--- src/design/i2cmc_regs.vh ---
// Register offsets, field positions, reset values and timing counts for the mode and clock block.
`ifndef I2CMC_REGS_VH
`define I2CMC_REGS_VH

// ************************************************************
// Register offsets on the plain register port
// ************************************************************
`define I2CMC_OFS_CTRL_ONE    3'h0
`define I2CMC_OFS_OWN_ADDR    3'h1
`define I2CMC_OFS_FORMAT      3'h2
`define I2CMC_OFS_INT_STATUS  3'h3
`define I2CMC_OFS_INT_CLEAR   3'h4
`define I2CMC_OFS_INT_ENABLE  3'h5
`define I2CMC_OFS_RX_BUFFER   3'h6

// ************************************************************
// Field positions of bus_control_one
// ************************************************************
`define I2CMC_BIT_ENABLE      7
`define I2CMC_BIT_RX_INHIBIT  6
`define I2CMC_BIT_MASTER      5
`define I2CMC_BIT_TRANSMIT    4
`define I2CMC_DIV_HI          3
`define I2CMC_DIV_LO          0

// ************************************************************
// Interrupt status bit positions
// ************************************************************
`define I2CMC_INT_ARB_LOST    0
`define I2CMC_INT_OVERRUN     1
`define I2CMC_INT_ADDR_MATCH  2
`define I2CMC_INT_RX_FULL     3
`define I2CMC_INT_COUNT       4

// ************************************************************
// Reset values
// ************************************************************
`define I2CMC_RST_CTRL_ONE    8'h00
`define I2CMC_RST_OWN_ADDR    7'h00
`define I2CMC_RST_INT_ENABLE  4'h0

// ************************************************************
// Serial clock periods in system clock cycles, per divider code
// ************************************************************
`define I2CMC_PER_0  9'h01C
`define I2CMC_PER_1  9'h028
`define I2CMC_PER_2  9'h030
`define I2CMC_PER_3  9'h040
`define I2CMC_PER_4  9'h050
`define I2CMC_PER_5  9'h064
`define I2CMC_PER_6  9'h070
`define I2CMC_PER_7  9'h080
`define I2CMC_PER_8  9'h038
`define I2CMC_PER_9  9'h050
`define I2CMC_PER_A  9'h060
`define I2CMC_PER_B  9'h080
`define I2CMC_PER_C  9'h0A0
`define I2CMC_PER_D  9'h0C8
`define I2CMC_PER_E  9'h0E0
`define I2CMC_PER_F  9'h100

// ************************************************************
// Bits per frame on the wire
// ************************************************************
`define I2CMC_BITS_I2C        4'h9
`define I2CMC_BITS_SYNC       4'h8

`endif

--- src/design/i2cmc_top.v ---
// Mode and transfer clock control of the two-wire serial interface.
//
// Chosen here: the register offsets and strobed register access.
`timescale 1ns/1ps
`include "i2cmc_regs.vh"
module i2cmc_top (
  // Clock and reset.
  input  wire       clk_in,
  input  wire       reset_in,
  // Register port.
  input  wire [2:0] addr_in,
  input  wire [7:0] wdata_in,
  input  wire       wr_in,
  input  wire       rd_in,
  output reg  [7:0] rdata_out,
  // Events from the transfer engine, same clock.
  input  wire       arb_lost_in,
  input  wire       overrun_in,
  input  wire       tx_bit_in,
  input  wire       tx_drive_in,
  // Serial clock pin.
  input  wire       scl_in,
  output wire       scl_out,
  output wire       scl_oe_out,
  // Serial data pin.
  input  wire       sda_in,
  output wire       sda_out,
  output wire       sda_oe_out,
  // Pin function and mode status.
  output wire       port_function_out,
  output wire [1:0] mode_out,
  output wire       rx_enabled_out,
  // Interrupt.
  output wire       irq_out
);

  // ************************************************************
  // Declarations
  // ************************************************************
  reg  [7:0] ctrl_r;         // bus_control_one register.
  reg  [7:0] ctrl_nxt;       // Next value with hardware updates.
  reg  [6:0] own_addr_r;     // own_slave_address register.
  reg        sync_format_r;  // High selects the clocked synchronous format.
  reg  [3:0] int_status_r;   // Sticky event bits.
  reg  [3:0] int_enable_r;   // Interrupt enable bits.
  reg  [3:0] int_set;        // Events raised this cycle.
  reg  [7:0] rx_buffer_r;    // received_data_buffer register.
  reg  [7:0] shift_r;        // Receive shift register.
  reg  [3:0] bit_count_r;    // Bits seen in the current frame.
  reg        first_byte_r;   // High until the first frame after a start ends.
  reg        rx_enable_r;    // High while the next reception is allowed.
  reg        scl_prev_r;     // Previous synchronised serial clock.
  reg        sda_prev_r;     // Previous synchronised serial data.
  wire [1:0] pins_sync;      // Synchronised serial clock and data.
  wire       scl_s;          // Synchronised serial clock.
  wire       sda_s;          // Synchronised serial data.
  wire       scl_gen;        // Generated master serial clock.
  wire       enable;         // interface_enable bit.
  wire       master;         // master_select bit.
  wire       transmit;       // transmit_select bit.
  wire       scl_rise;       // Rising edge of the serial clock.
  wire       start_seen;     // Start condition on the bus.
  wire       byte_done;      // Last data bit of a byte shifted in.
  wire       frame_end;      // Last clock of a frame.
  wire [7:0] rx_byte;        // Byte including the bit now sampled.
  wire       addr_match;     // Own address match with read bit.
  wire       wr_ctrl;        // Write to bus_control_one.
  wire       rd_buffer;      // Read of received_data_buffer.

  assign enable   = ctrl_r[`I2CMC_BIT_ENABLE];
  assign master   = ctrl_r[`I2CMC_BIT_MASTER];
  assign transmit = ctrl_r[`I2CMC_BIT_TRANSMIT];
  assign wr_ctrl  = wr_in && (addr_in == `I2CMC_OFS_CTRL_ONE);
  assign rd_buffer = rd_in && (addr_in == `I2CMC_OFS_RX_BUFFER);

  // ************************************************************
  // Pin synchronisers and serial clock generator
  // ************************************************************
  i2cmc_sync #(
    .WIDTH (2)
  ) u_sync (
    .clk_in   (clk_in),
    .reset_in (reset_in),
    .async_in ({scl_in, sda_in}),
    .sync_out (pins_sync)
  );
  assign scl_s = pins_sync[1];
  assign sda_s = pins_sync[0];

  // Runs only for an enabled master; a slave ignores the divider code.
  i2cmc_clk_gen u_clk_gen (
    .clk_in      (clk_in),
    .reset_in    (reset_in),
    .run_in      (enable && master),
    .div_sel_in  (ctrl_r[`I2CMC_DIV_HI:`I2CMC_DIV_LO]),
    .scl_gen_out (scl_gen)
  );

  // ************************************************************
  // Pin control
  // ************************************************************
  // Disabled: pins are released to port use and nothing is driven.
  assign port_function_out = !enable;
  // Synchronous master drives a full clock; I2C master pulls low only.
  assign scl_out    = sync_format_r ? scl_gen : 1'b0;
  assign scl_oe_out = enable && master &&
                      (sync_format_r || !scl_gen);
  // Transmit data goes out while enabled and the engine drives; only the synchronous format also needs transmit mode.
  assign sda_out    = sync_format_r ? tx_bit_in : 1'b0;
  assign sda_oe_out = enable && tx_drive_in && (transmit || !sync_format_r) &&
                      (sync_format_r || !tx_bit_in);
  assign mode_out   = {master, transmit};
  assign rx_enabled_out = rx_enable_r;

  // ************************************************************
  // Receive path
  // ************************************************************
  assign scl_rise   = enable && scl_s && !scl_prev_r;
  assign start_seen = enable && !sync_format_r && scl_s && scl_prev_r &&
                      sda_prev_r && !sda_s;
  assign rx_byte    = {shift_r[6:0], sda_s};
  assign byte_done  = scl_rise && (bit_count_r == `I2CMC_BITS_SYNC - 4'h1);
  assign frame_end  = scl_rise && (bit_count_r == (sync_format_r ?
                      `I2CMC_BITS_SYNC : `I2CMC_BITS_I2C) - 4'h1);
  // Address byte after a start that names this node with the read bit.
  assign addr_match = byte_done && first_byte_r && !sync_format_r &&
                      !master && !transmit &&
                      (rx_byte[7:1] == own_addr_r) && rx_byte[0];

  // Shifts bits in, counts the bits of each frame and tracks the previous pin levels.
  always @(posedge clk_in) begin
    if (reset_in || !enable) begin
      shift_r      <= 8'h00;
      bit_count_r  <= 4'h0;
      first_byte_r <= 1'b0;
      scl_prev_r   <= 1'b1;
      sda_prev_r   <= 1'b1;
    end else begin
      scl_prev_r <= scl_s;
      sda_prev_r <= sda_s;
      if (start_seen) begin
        bit_count_r  <= 4'h0;
        first_byte_r <= 1'b1;
      end else if (frame_end) begin
        bit_count_r  <= 4'h0;
        first_byte_r <= 1'b0;
      end else if (scl_rise) begin
        bit_count_r <= bit_count_r + 4'h1;
        if (bit_count_r < `I2CMC_BITS_SYNC) begin
          shift_r <= rx_byte;
        end
      end
    end
  end

  // Holds the last received byte and the permission for the next one.
  always @(posedge clk_in) begin
    if (reset_in) begin
      rx_buffer_r <= 8'h00;
      rx_enable_r <= 1'b1;
    end else begin
      if (byte_done && !transmit && rx_enable_r) begin
        rx_buffer_r <= rx_byte;
      end
      if (rd_buffer && !transmit) begin
        // Reading rearms reception unless the inhibit bit is set.
        rx_enable_r <= !ctrl_r[`I2CMC_BIT_RX_INHIBIT];
      end else if (byte_done && !transmit && rx_enable_r) begin
        rx_enable_r <= 1'b0;
      end
    end
  end

  // ************************************************************
  // Control register with hardware mode changes
  // ************************************************************
  // Software write first, then hardware events override it.
  always @* begin
    ctrl_nxt = ctrl_r;
    if (wr_ctrl) begin
      // Software should only change the transmit bit between frames.
      ctrl_nxt = wdata_in;
    end
    if (arb_lost_in && master && !sync_format_r) begin
      ctrl_nxt[`I2CMC_BIT_MASTER]   = 1'b0;
      ctrl_nxt[`I2CMC_BIT_TRANSMIT] = 1'b0;
    end
    if (overrun_in && master && sync_format_r) begin
      ctrl_nxt[`I2CMC_BIT_MASTER] = 1'b0;
    end
    if (addr_match) begin
      ctrl_nxt[`I2CMC_BIT_TRANSMIT] = 1'b1;
    end
  end

  // Registers written by software.
  always @(posedge clk_in) begin
    if (reset_in) begin
      ctrl_r        <= `I2CMC_RST_CTRL_ONE;
      own_addr_r    <= `I2CMC_RST_OWN_ADDR;
      sync_format_r <= 1'b0;
      int_enable_r  <= `I2CMC_RST_INT_ENABLE;
    end else begin
      ctrl_r <= ctrl_nxt;
      if (wr_in && (addr_in == `I2CMC_OFS_OWN_ADDR)) begin
        own_addr_r <= wdata_in[7:1];
      end
      if (wr_in && (addr_in == `I2CMC_OFS_FORMAT)) begin
        sync_format_r <= wdata_in[0];
      end
      if (wr_in && (addr_in == `I2CMC_OFS_INT_ENABLE)) begin
        int_enable_r <= wdata_in[3:0];
      end
    end
  end

  // ************************************************************
  // Interrupt status
  // ************************************************************
  // Collects this cycle's events into status bit positions.
  always @* begin
    int_set = 4'h0;
    int_set[`I2CMC_INT_ARB_LOST]   = arb_lost_in && master && !sync_format_r;
    int_set[`I2CMC_INT_OVERRUN]    = overrun_in && master && sync_format_r;
    int_set[`I2CMC_INT_ADDR_MATCH] = addr_match;
    int_set[`I2CMC_INT_RX_FULL]    = byte_done && !transmit && rx_enable_r;
  end

  // A clear write removes bits, but an event in the same cycle wins.
  always @(posedge clk_in) begin
    if (reset_in) begin
      int_status_r <= 4'h0;
    end else if (wr_in && (addr_in == `I2CMC_OFS_INT_CLEAR)) begin
      int_status_r <= (int_status_r & ~wdata_in[3:0]) | int_set;
    end else begin
      int_status_r <= int_status_r | int_set;
    end
  end

  assign irq_out = |(int_status_r & int_enable_r);

  // ************************************************************
  // Read data
  // ************************************************************
  // Read data appear in the cycle after the strobe; otherwise zero.
  always @(posedge clk_in) begin
    if (reset_in) begin
      rdata_out <= 8'h00;
    end else if (rd_in) begin
      case (addr_in)
        `I2CMC_OFS_CTRL_ONE:   rdata_out <= ctrl_r;
        `I2CMC_OFS_OWN_ADDR:   rdata_out <= {own_addr_r, 1'b0};
        `I2CMC_OFS_FORMAT:     rdata_out <= {7'h00, sync_format_r};
        `I2CMC_OFS_INT_STATUS: rdata_out <= {4'h0, int_status_r};
        `I2CMC_OFS_INT_ENABLE: rdata_out <= {4'h0, int_enable_r};
        `I2CMC_OFS_RX_BUFFER:  rdata_out <= rx_buffer_r;
        default:               rdata_out <= 8'h00;
      endcase
    end else begin
      rdata_out <= 8'h00;
    end
  end

endmodule // i2cmc_top

--- src/design/i2cmc_sync.v ---
// Two flip-flop synchroniser for pin inputs, one stage pair per bit.
`timescale 1ns/1ps
module i2cmc_sync #(
  parameter WIDTH = 2
) (
  // Clock and reset.
  input  wire             clk_in,
  input  wire             reset_in,
  // Asynchronous levels in, synchronised levels out.
  input  wire [WIDTH-1:0] async_in,
  output wire [WIDTH-1:0] sync_out
);

  // ************************************************************
  // Synchroniser stages
  // ************************************************************
  genvar g;
  generate
    for (g = 0; g < WIDTH; g = g + 1) begin : g_bit
      reg meta_r;   // First stage, read only by the second stage.
      reg stable_r; // Second stage, safe for logic.
      // Idle bus lines are high, so both stages reset high.
      always @(posedge clk_in) begin
        if (reset_in) begin
          meta_r   <= 1'b1;
          stable_r <= 1'b1;
        end else begin
          meta_r   <= async_in[g];
          stable_r <= meta_r;
        end
      end
      assign sync_out[g] = stable_r;
    end
  endgenerate

endmodule // i2cmc_sync

--- src/design/i2cmc_clk_gen.v ---
// Master serial clock generator driven by the four-bit divider code.
`timescale 1ns/1ps
`include "i2cmc_regs.vh"
module i2cmc_clk_gen (
  // Clock and reset.
  input  wire       clk_in,
  input  wire       reset_in,
  // Control.
  input  wire       run_in,
  input  wire [3:0] div_sel_in,
  // Generated clock.
  output reg        scl_gen_out
);

  reg [8:0] period;    // Selected period in system clocks.
  reg [8:0] count_r;   // Position within the current period.
  reg [8:0] count_nxt; // Next count value.

  // ************************************************************
  // Divider lookup
  // ************************************************************
  // Maps the divider code to a whole serial clock period.
  always @* begin
    case (div_sel_in)
      4'h0:    period = `I2CMC_PER_0;
      4'h1:    period = `I2CMC_PER_1;
      4'h2:    period = `I2CMC_PER_2;
      4'h3:    period = `I2CMC_PER_3;
      4'h4:    period = `I2CMC_PER_4;
      4'h5:    period = `I2CMC_PER_5;
      4'h6:    period = `I2CMC_PER_6;
      4'h7:    period = `I2CMC_PER_7;
      4'h8:    period = `I2CMC_PER_8;
      4'h9:    period = `I2CMC_PER_9;
      4'hA:    period = `I2CMC_PER_A;
      4'hB:    period = `I2CMC_PER_B;
      4'hC:    period = `I2CMC_PER_C;
      4'hD:    period = `I2CMC_PER_D;
      4'hE:    period = `I2CMC_PER_E;
      default: period = `I2CMC_PER_F;
    endcase
  end

  // Wraps at the end of the period; a shrinking code restarts it cleanly.
  always @* begin
    if (count_r >= period - 9'h001) begin
      count_nxt = 9'h000;
    end else begin
      count_nxt = count_r + 9'h001;
    end
  end

  // ************************************************************
  // Phase counter
  // ************************************************************
  // First half of the period is low, second half high; idle high.
  // Idle parks the count at all ones, which always wraps to zero on the first
  // running edge, so the first low phase is as long as every later one.
  always @(posedge clk_in) begin
    if (reset_in) begin
      count_r     <= 9'h1FF;
      scl_gen_out <= 1'b1;
    end else if (!run_in) begin
      count_r     <= 9'h1FF;
      scl_gen_out <= 1'b1;
    end else begin
      count_r     <= count_nxt;
      scl_gen_out <= (count_nxt >= {1'b0, period[8:1]});
    end
  end

endmodule // i2cmc_clk_gen

--- config.mk ---
export PLATFORM = sky130hd
export DESIGN_NAME = i2cmc_top
export DESIGN_NICKNAME = d
export VERILOG_FILES = /design/src/design/i2cmc_top.v /design/src/design/i2cmc_sync.v /design/src/design/i2cmc_clk_gen.v
export VERILOG_INCLUDE_DIRS = /design/src /design/src/design
export SDC_FILE = /design/constraint.sdc
export NUM_CORES = 1
export LEC_CHECK = 0
export BUFFER_PORTS_ARGS = -buffer_cell sky130_fd_sc_hd__buf_2
export CAP_MARGIN = 20
export CORE_MARGIN = 5
export CORE_UTILIZATION = 50
export CTS_BUF_LIST = sky130_fd_sc_hd__clkbuf_4
export DETAILED_ROUTE_END_ITERATION = 12
export PLACE_DENSITY = 0.72
export RECOVER_POWER = 100
export SLEW_MARGIN = 20
export SYNTH_ARGS = -nofsm -noshare
export SYNTH_HDL_FRONTEND = slang
export SYNTH_SLANG_ARGS = --single-unit
export TNS_END_PERCENT = 1
--- constraint.sdc ---
create_clock -name clk_in -period 3.8 [get_ports clk_in]
set_clock_uncertainty 0.05 [all_clocks]
set_input_delay 0.76 -clock clk_in [delete_from_list [all_inputs] [get_ports clk_in]]
set_output_delay 0.76 -clock clk_in [all_outputs]
set_load 0.01 [all_outputs]
==> results of run 1 <==
==> flip-flops by register name, indices dropped and copies added (netlist names) <==
signal	count
bit_count_r	4
ctrl_r	8
first_byte_r	1
int_enable_r	4
int_status_r	4
own_addr_r	7
rdata_out	8
rx_buffer_r	8
rx_enabled_out	1
scl_prev_r	1
sda_prev_r	1
shift_r	7
sync_format_r	1
u_clk_gen.count_r	9
u_clk_gen.period	7
u_clk_gen.scl_gen_out	1
u_sync.g_bit.meta_r	2
u_sync.g_bit.stable_r	2
==> kinds of logic (layout without fill, tap and decap cells) <==
| group | Yosys count | count (layout) | share of synthesized area (%) |
|---|---|---|---|
| AOI/OAI and AO/OA | 59 | 59 | 10.29 |
| xor gates and xnor gates | 24 | 24 | 5.668 |
| adders and majority gates | 21 | 21 | 7.085 |
| buffers and inverters | 33 | 71 | 3.846 |
| DFF | 76 | 76 | 41.03 |
| muxes | 40 | 40 | 11.30 |
| and+or+nand+nor | 155 | 155 | 20.78 |
==> stage by stage <==
step,instance area (µm²),setup WS [ns],hold slack [ns]
after floorplan,3709,0.6780,0.3395
after detailed placement,3956,0.2610,0.3461
after global placement,3956,0.5120,0.3412
after global routing,4060,0.1257,0.3868
after CTS,4098,0.2397,0.3787
final,4060,0.4182,0.3723
==> final cells by class <==
cell class                 instances  area [µm²]
multi-input combinational        299        2036
timing repair buffer              39       177.7
inverter                          16       60.06
clock buffer                       9       67.56
sequential                        76        1521
tap                               99       123.9
fill                             709        3193
clock inverter                     7       73.82
==> metal layers <==
layer / part of all wire (%) / vias to the layer above
li1: - / 1491
met1: 45 / 1425
met2: 48 / 84
met3: 5.1 / 18
met4: 2.0 / 0
met5: 0 / -
==> layout by cell type, fill, tap and decap left out, drive strengths merged, types with 2 or more instances in the layout <==
cell type / count
or2: 5
a21o: 3
nand2: 41
ha: 21
xor2: 16
buf: 21
or3: 2
or4: 2
inv: 18
a221oi: 7
and2: 5
nor2: 55
and3: 8
nand3: 7
nor3b: 2
nor2b: 2
mux2: 5
nand4b: 2
o21ai: 14
nor4: 2
clkinv: 3
a22oi: 6
xnor2: 8
clkbuf: 27
nor4b: 2
a21oi: 20
mux2i: 35
nor3: 7
dfxtp: 76
nand3b: 2
nand4: 8
==> power by group through the flow <==
stage,Clock [mW],Combinational (mW),Sequential [mW]
floorplan,0,0.0642,0.831
global placement,0,0.0957,0.834
detailed placement,0,0.0975,0.834
CTS,0.515,0.0981,0.816
global route,0.554,0.107,0.819
finish,0.504,0.0963,0.816
==> cells in the mapped netlist (8+ instances only) <==
master and instances:
and3_1 8, nor2_1 53, inv_1 16, nand4_1 8, dfxtp_1 76, ha_1 21
a21oi_1 20, clkbuf_1 8, o21ai_0 11, xnor2_1 8, mux2i_1 34, nand2_1 41
xor2_1 16
==> worst min-delay path by stage <==
stage                                          endpoint  slack (ns)
detailed placement  u_sync.g_bit[0].stable_r$_SDFF_PP1_        0.35
floorplan           u_sync.g_bit[0].stable_r$_SDFF_PP1_        0.34
global route        u_sync.g_bit[1].stable_r$_SDFF_PP1_        0.39
global placement    u_sync.g_bit[1].stable_r$_SDFF_PP1_        0.34
finish              u_sync.g_bit[0].stable_r$_SDFF_PP1_        0.37
CTS                 u_sync.g_bit[1].stable_r$_SDFF_PP1_        0.38
==> critical path: stages (launching register included) <==
cell and delay [ns]:
dfxtp_1 0.36, inv_1 0.07, ha_1 0.17, nand3_1 0.14, nor3_1 0.24, xnor2_1 0.12, ha_1 0.31, nand2_1 0.06
a311oi_1 0.44, or2_4 0.28, nor2_1 0.07, ha_1 0.30, and3_1 0.18, a221oi_1 0.26, o21a_1 0.16, nand4_1 0.08
==> results.toml, run 1 <==
[setup_path]
reg2regPathDepth = 15
start_kind = "flip-flop"
arrival_ns = 3.67
reg2reg_to = "u_clk_gen.scl_gen_out$_SDFF_PP1_"
critical_path.endpoint_type = "flip-flop"
crit_end = "u_clk_gen.scl_gen_out$_SDFF_PP1_"
rrSetupSlack_ns = 0.42
crit_fanout = 13
crit_type = "flip-flop to flip-flop"
worstPathRequired_ns = 4.09
r2r_start = "u_clk_gen.period[2]$_SDFF_PP0_"
startpoint = "u_clk_gen.period[2]$_SDFF_PP0_"

[run]
cap_violations = 1

[clocking]
cts_root_buf = "clkbuf_4"
cts_buffers = 9
cts_setup_buffers = 0
htreeDepth = 3
ctsResizeCount = 0
cts_sinks = 76
path_clk_slew_ns = 0.14
cts_buffer_depth = 2
cts_tree = "yes"
insertion_delay_ns = 0.44
ctsHoldBuffers = 0

[pwr]
p_sw_share_pct = 26.09
p_int_mw = 1.047
clockPowerShare_pct = 35.6
p_per_area_nw_per_um2 = 349.0
p_switching_uw = 369.8
p_leak_nw = 1.714
seqPwrFrac_pct = 57.6
total_power_mw = 1.417
combPwrFrac_pct = 6.8
power.ir.vdd_worst_uv = 276.6

[yosys]
ys_warn_count = 0
synthArstFlopShare_pct = 0
syn_avg_cell_area_um2 = 9.090
syn_inst = 408
synth_area_leader_cell = "dfxtp_1"
syn-num-nets = 450
synth-edff-count = 0
yosys-top-cells-area = "dfxtp_1 (41%), mux2i_1 (9.2%), ha_1 (7.1%), nor2_1 (5.4%), nand2_1 (4.1%)"
synth-seq-cells = 76
ys_types = 49
yosys.area.top_type_share_pct = 41.03
synth_area_um2 = 3709
ys_seq_area_share_pct = 41.03
yosys_most_used_dff = "dfxtp_1"

[grt]
globalRouteMet2Util_pct = 33.01
antenna_found_initial = 0
grt_pass1_wl_um = 14400
use_met3_pct = 3.127
grt.total_usage_pct = 20.44
use_met1_pct = 26.69
busiest_layer = "met2"
first_global_vias = 2943
grt.overflow.total = 0
grt_max_degree = 45

[timing]
grt_setup_unrepaired = "no"
relSlewSlack_pct = -24.61
period_needed_ns = 3.382
min_period_over_period_pct = 89.00
finalSetupTns_ns = 0
setup_viol = 0
worstMarginPinSlew_ns = 1.869
slew_violations = 45
report.final.hold_viol_count = 0
fmax_mhz = 295.7

[run_status]
violations = "max-capacitance violations, max-slew violations"
outcome = "finished with violations"

[floorplanning]
start_util_pct = 51.13
ios = 38
rows = 31
core-area_um2 = 7253
dieWidth_um = 96.12
die_area_um2 = 9239
die_height_um = 96.12

[worst_hold_path]
min_path_type = "flip-flop to flip-flop"
hp-start = "u_sync.g_bit[0].meta_r$_SDFF_PP1_"
min_path_cells = 1

[drt]
drc = 0
ant_nets = 0
wl_per_cell_um = 16.06
dr.pass1.iters = 4
dr.first_iter.drc_count = 156
totalWireLength_um = 8752
viasPerCell = 5.538
vias = 3018

[finish]
final_cells = 545
fin_nets = 483
final_util_pct = 55.98
drive_gt1_share_pct = 11.66
syn_to_final_growth_pct = 9.480
diodes = 0

[placed_design]
io_buffers = 37
dpl.hpwl_um = 6475
place.gp.congestion = 0.9209
dp_cells = 529
(Power assumes the default switching activity.)
==> run 2, diff against run 1 <==
==> constraint.sdc (replaced) <==
create_clock -name clk_in -period 3.86 [get_ports clk_in]
set_clock_uncertainty 0.05 [all_clocks]
set_input_delay 0.579 -clock clk_in [delete_from_list [all_inputs] [get_ports clk_in]]
set_output_delay 0.579 -clock clk_in [all_outputs]
set_load 0.01 [all_outputs]
==> run 2 against run 1 <==
Largest cell class unchanged. Final area stayed put. Routed wire length increased by 0.10%. First-iteration DRC count grew 19%. Combinational power down 0.9%. The flow still finishes with violations (max-capacitance violations, max-slew violations).
==> results.toml, run 2 (synthesis gave the netlist of run 1 again) <==
[timing]
relSlewSlack_pct = -20.06
worstMarginPinSlew_ns = 1.801
grt_setup_unrepaired = "no"
min_period_over_period_pct = 89.52
fmax_mhz = 289.4
report.final.hold_viol_count = 0
whs_ns = 0.2999
period_needed_ns = 3.455
setup_viol = 0
finalSetupTns_ns = 0
fin_ws_ns = 0.4046
slew_violations = 54

[drt]
vias = 3054
totalWireLength_um = 8761
dr.first_iter.drc_count = 186
wl_per_cell_um = 16.08
ant_nets = 0
viasPerCell = 5.604
dr.pass1.iters = 4
drc = 0

[setup_path]
crit_end = "u_clk_gen.scl_gen_out$_SDFF_PP1_"
rrSetupSlack_ns = 0.40
arrival_ns = 3.72
path_cells = "inv_1 -> ha_1 -> nand3_1 -> nor3_1 -> xnor2_1 -> ha_1 -> nand2_1 -> a311oi_1 -> or2_4 -> nor2_1 -> ha_1 -> and3_1 -> a221oi_1 -> o21a_1 -> nand4_1"
crit_fanout = 13
r2r_start = "u_clk_gen.period[2]$_SDFF_PP0_"
start_kind = "flip-flop"
reg2reg_to = "u_clk_gen.scl_gen_out$_SDFF_PP1_"
worstPathRequired_ns = 4.12
critical_path.most_common_cell = "ha_1"
critical_path.endpoint_type = "flip-flop"
reg2regPathDepth = 15
slowest_stage = "a311oi_1"
cp_slowest_stage_delay_ns = 0.46
startpoint = "u_clk_gen.period[2]$_SDFF_PP0_"
crit_type = "flip-flop to flip-flop"

[pwr]
p_leak_nw = 1.713
clockPowerShare_pct = 35.4
power.ir.vdd_worst_uv = 217.3
combPwrFrac_pct = 6.9
p_per_area_nw_per_um2 = 342.6
p_sw_share_pct = 25.93
total_power_mw = 1.391
p_switching_uw = 360.7
p_int_mw = 1.030
seqPwrFrac_pct = 57.8

[finish]
final_cell_area_um2 = 4060
syn_to_final_growth_pct = 9.480
drive_gt1_share_pct = 11.88
final_cells = 545
nFillCells = 704
final_common_cell = "dfxtp_1"
fin_nets = 483
layout_common_cells = "dfxtp_1 (76), nor2_1 (55), nand2_1 (41)"
largest_reg_flops = 9
final_util_pct = 55.98
top_register = "u_clk_gen.count_r"
diodes = 0

[clocking]
cts_root_buf = "clkbuf_4"
cts_tree = "yes"
cts_buffer_depth = 2
path_clk_slew_ns = 0.13
cts_sinks = 76
insertion_delay_ns = 0.42
cts_buffers = 9
htreeDepth = 3
cts_setup_buffers = 0

[floorplanning]
dieWidth_um = 96.12
rows = 31
start_util_pct = 51.13
core-area_um2 = 7253
die_height_um = 96.12
die_area_um2 = 9239
ios = 38

[run_status]
outcome = "finished with violations"
violations = "max-capacitance violations, max-slew violations"

[grt]
grt_pass1_wl_um = 14330
antenna_found_initial = 0
use_met1_pct = 26.15
busiest_layer = "met2"
use_met3_pct = 3.362
grt.overflow.total = 0
grt.total_usage_pct = 20.33
first_global_vias = 2955
globalRouteMet2Util_pct = 33.01
grt_max_degree = 45

[worst_hold_path]
min_path_type = "input pin to flip-flop"

[placed_design]
io_buffers = 37
dp_cells = 529
place.gp.congestion = 0.9209
place_area_um2 = 3956
dp_slack_ns = 0.3157
dpl.hpwl_um = 6477

[run]
cap_violations = 2
==> run 2: per-layer routing <==
metal,vias to the layer above,wire [µm],part of all wire [%]
li1,1492,-,-
met1,1449,3873,44
met2,88,4254,49
met3,25,381,4.3
met4,0,252,2.9
met5,-,0,0
==> run 2: power by group through the flow <==
stage	Clock (mW)	Combinational (mW)	Sequential, mW
finish	0.492	0.0954	0.804
global route	0.539	0.105	0.806
CTS	0.504	0.0968	0.804
detailed placement	0	0.0962	0.821
global placement	0	0.0942	0.821
floorplan	0	0.0632	0.818
==> run 2: how the worst min path moves through the flow <==
stage	start	end	slack [ns]	depth (start not counted)
global placement	u_sync.g_bit[1].meta_r$_SDFF_PP1_	u_sync.g_bit[1].stable_r$_SDFF_PP1_	0.34	1
floorplan	u_sync.g_bit[0].meta_r$_SDFF_PP1_	u_sync.g_bit[0].stable_r$_SDFF_PP1_	0.34	1
detailed placement	u_sync.g_bit[0].meta_r$_SDFF_PP1_	u_sync.g_bit[0].stable_r$_SDFF_PP1_	0.35	1
global route	scl_in	u_sync.g_bit[1].meta_r$_SDFF_PP1_	0.28	2
finish	sda_in	u_sync.g_bit[0].meta_r$_SDFF_PP1_	0.30	2
CTS	sda_in	u_sync.g_bit[0].meta_r$_SDFF_PP1_	0.28	2
==> run 2: final cells by class <==
type	count	area, µm²	area share, %
well taps	99	123.9	3.051
clock inverters	7	72.57	1.787
flip-flops and latches	76	1521	37.47
repair buffers	39	178.9	4.407
multi-input cells	299	2036	50.14
inverters	16	60.06	1.479
clock buffers	9	67.56	1.664
==> run 2: critical path: cells and delay by family, from the launching register on <==
family          cells  cell delay [ns]
xor+xnor            1             0.12
buf+inv             1             0.07
compound gates      3             0.89
simple gates        7             1.08
flops               1             0.37
fa+ha+maj           3             0.78
==> run 2: timing repair <==
action                     4_1_cts  5_1_grt
setup endpoints to repair        0        1
resized for setup                0        1
hold buffers                     0        0
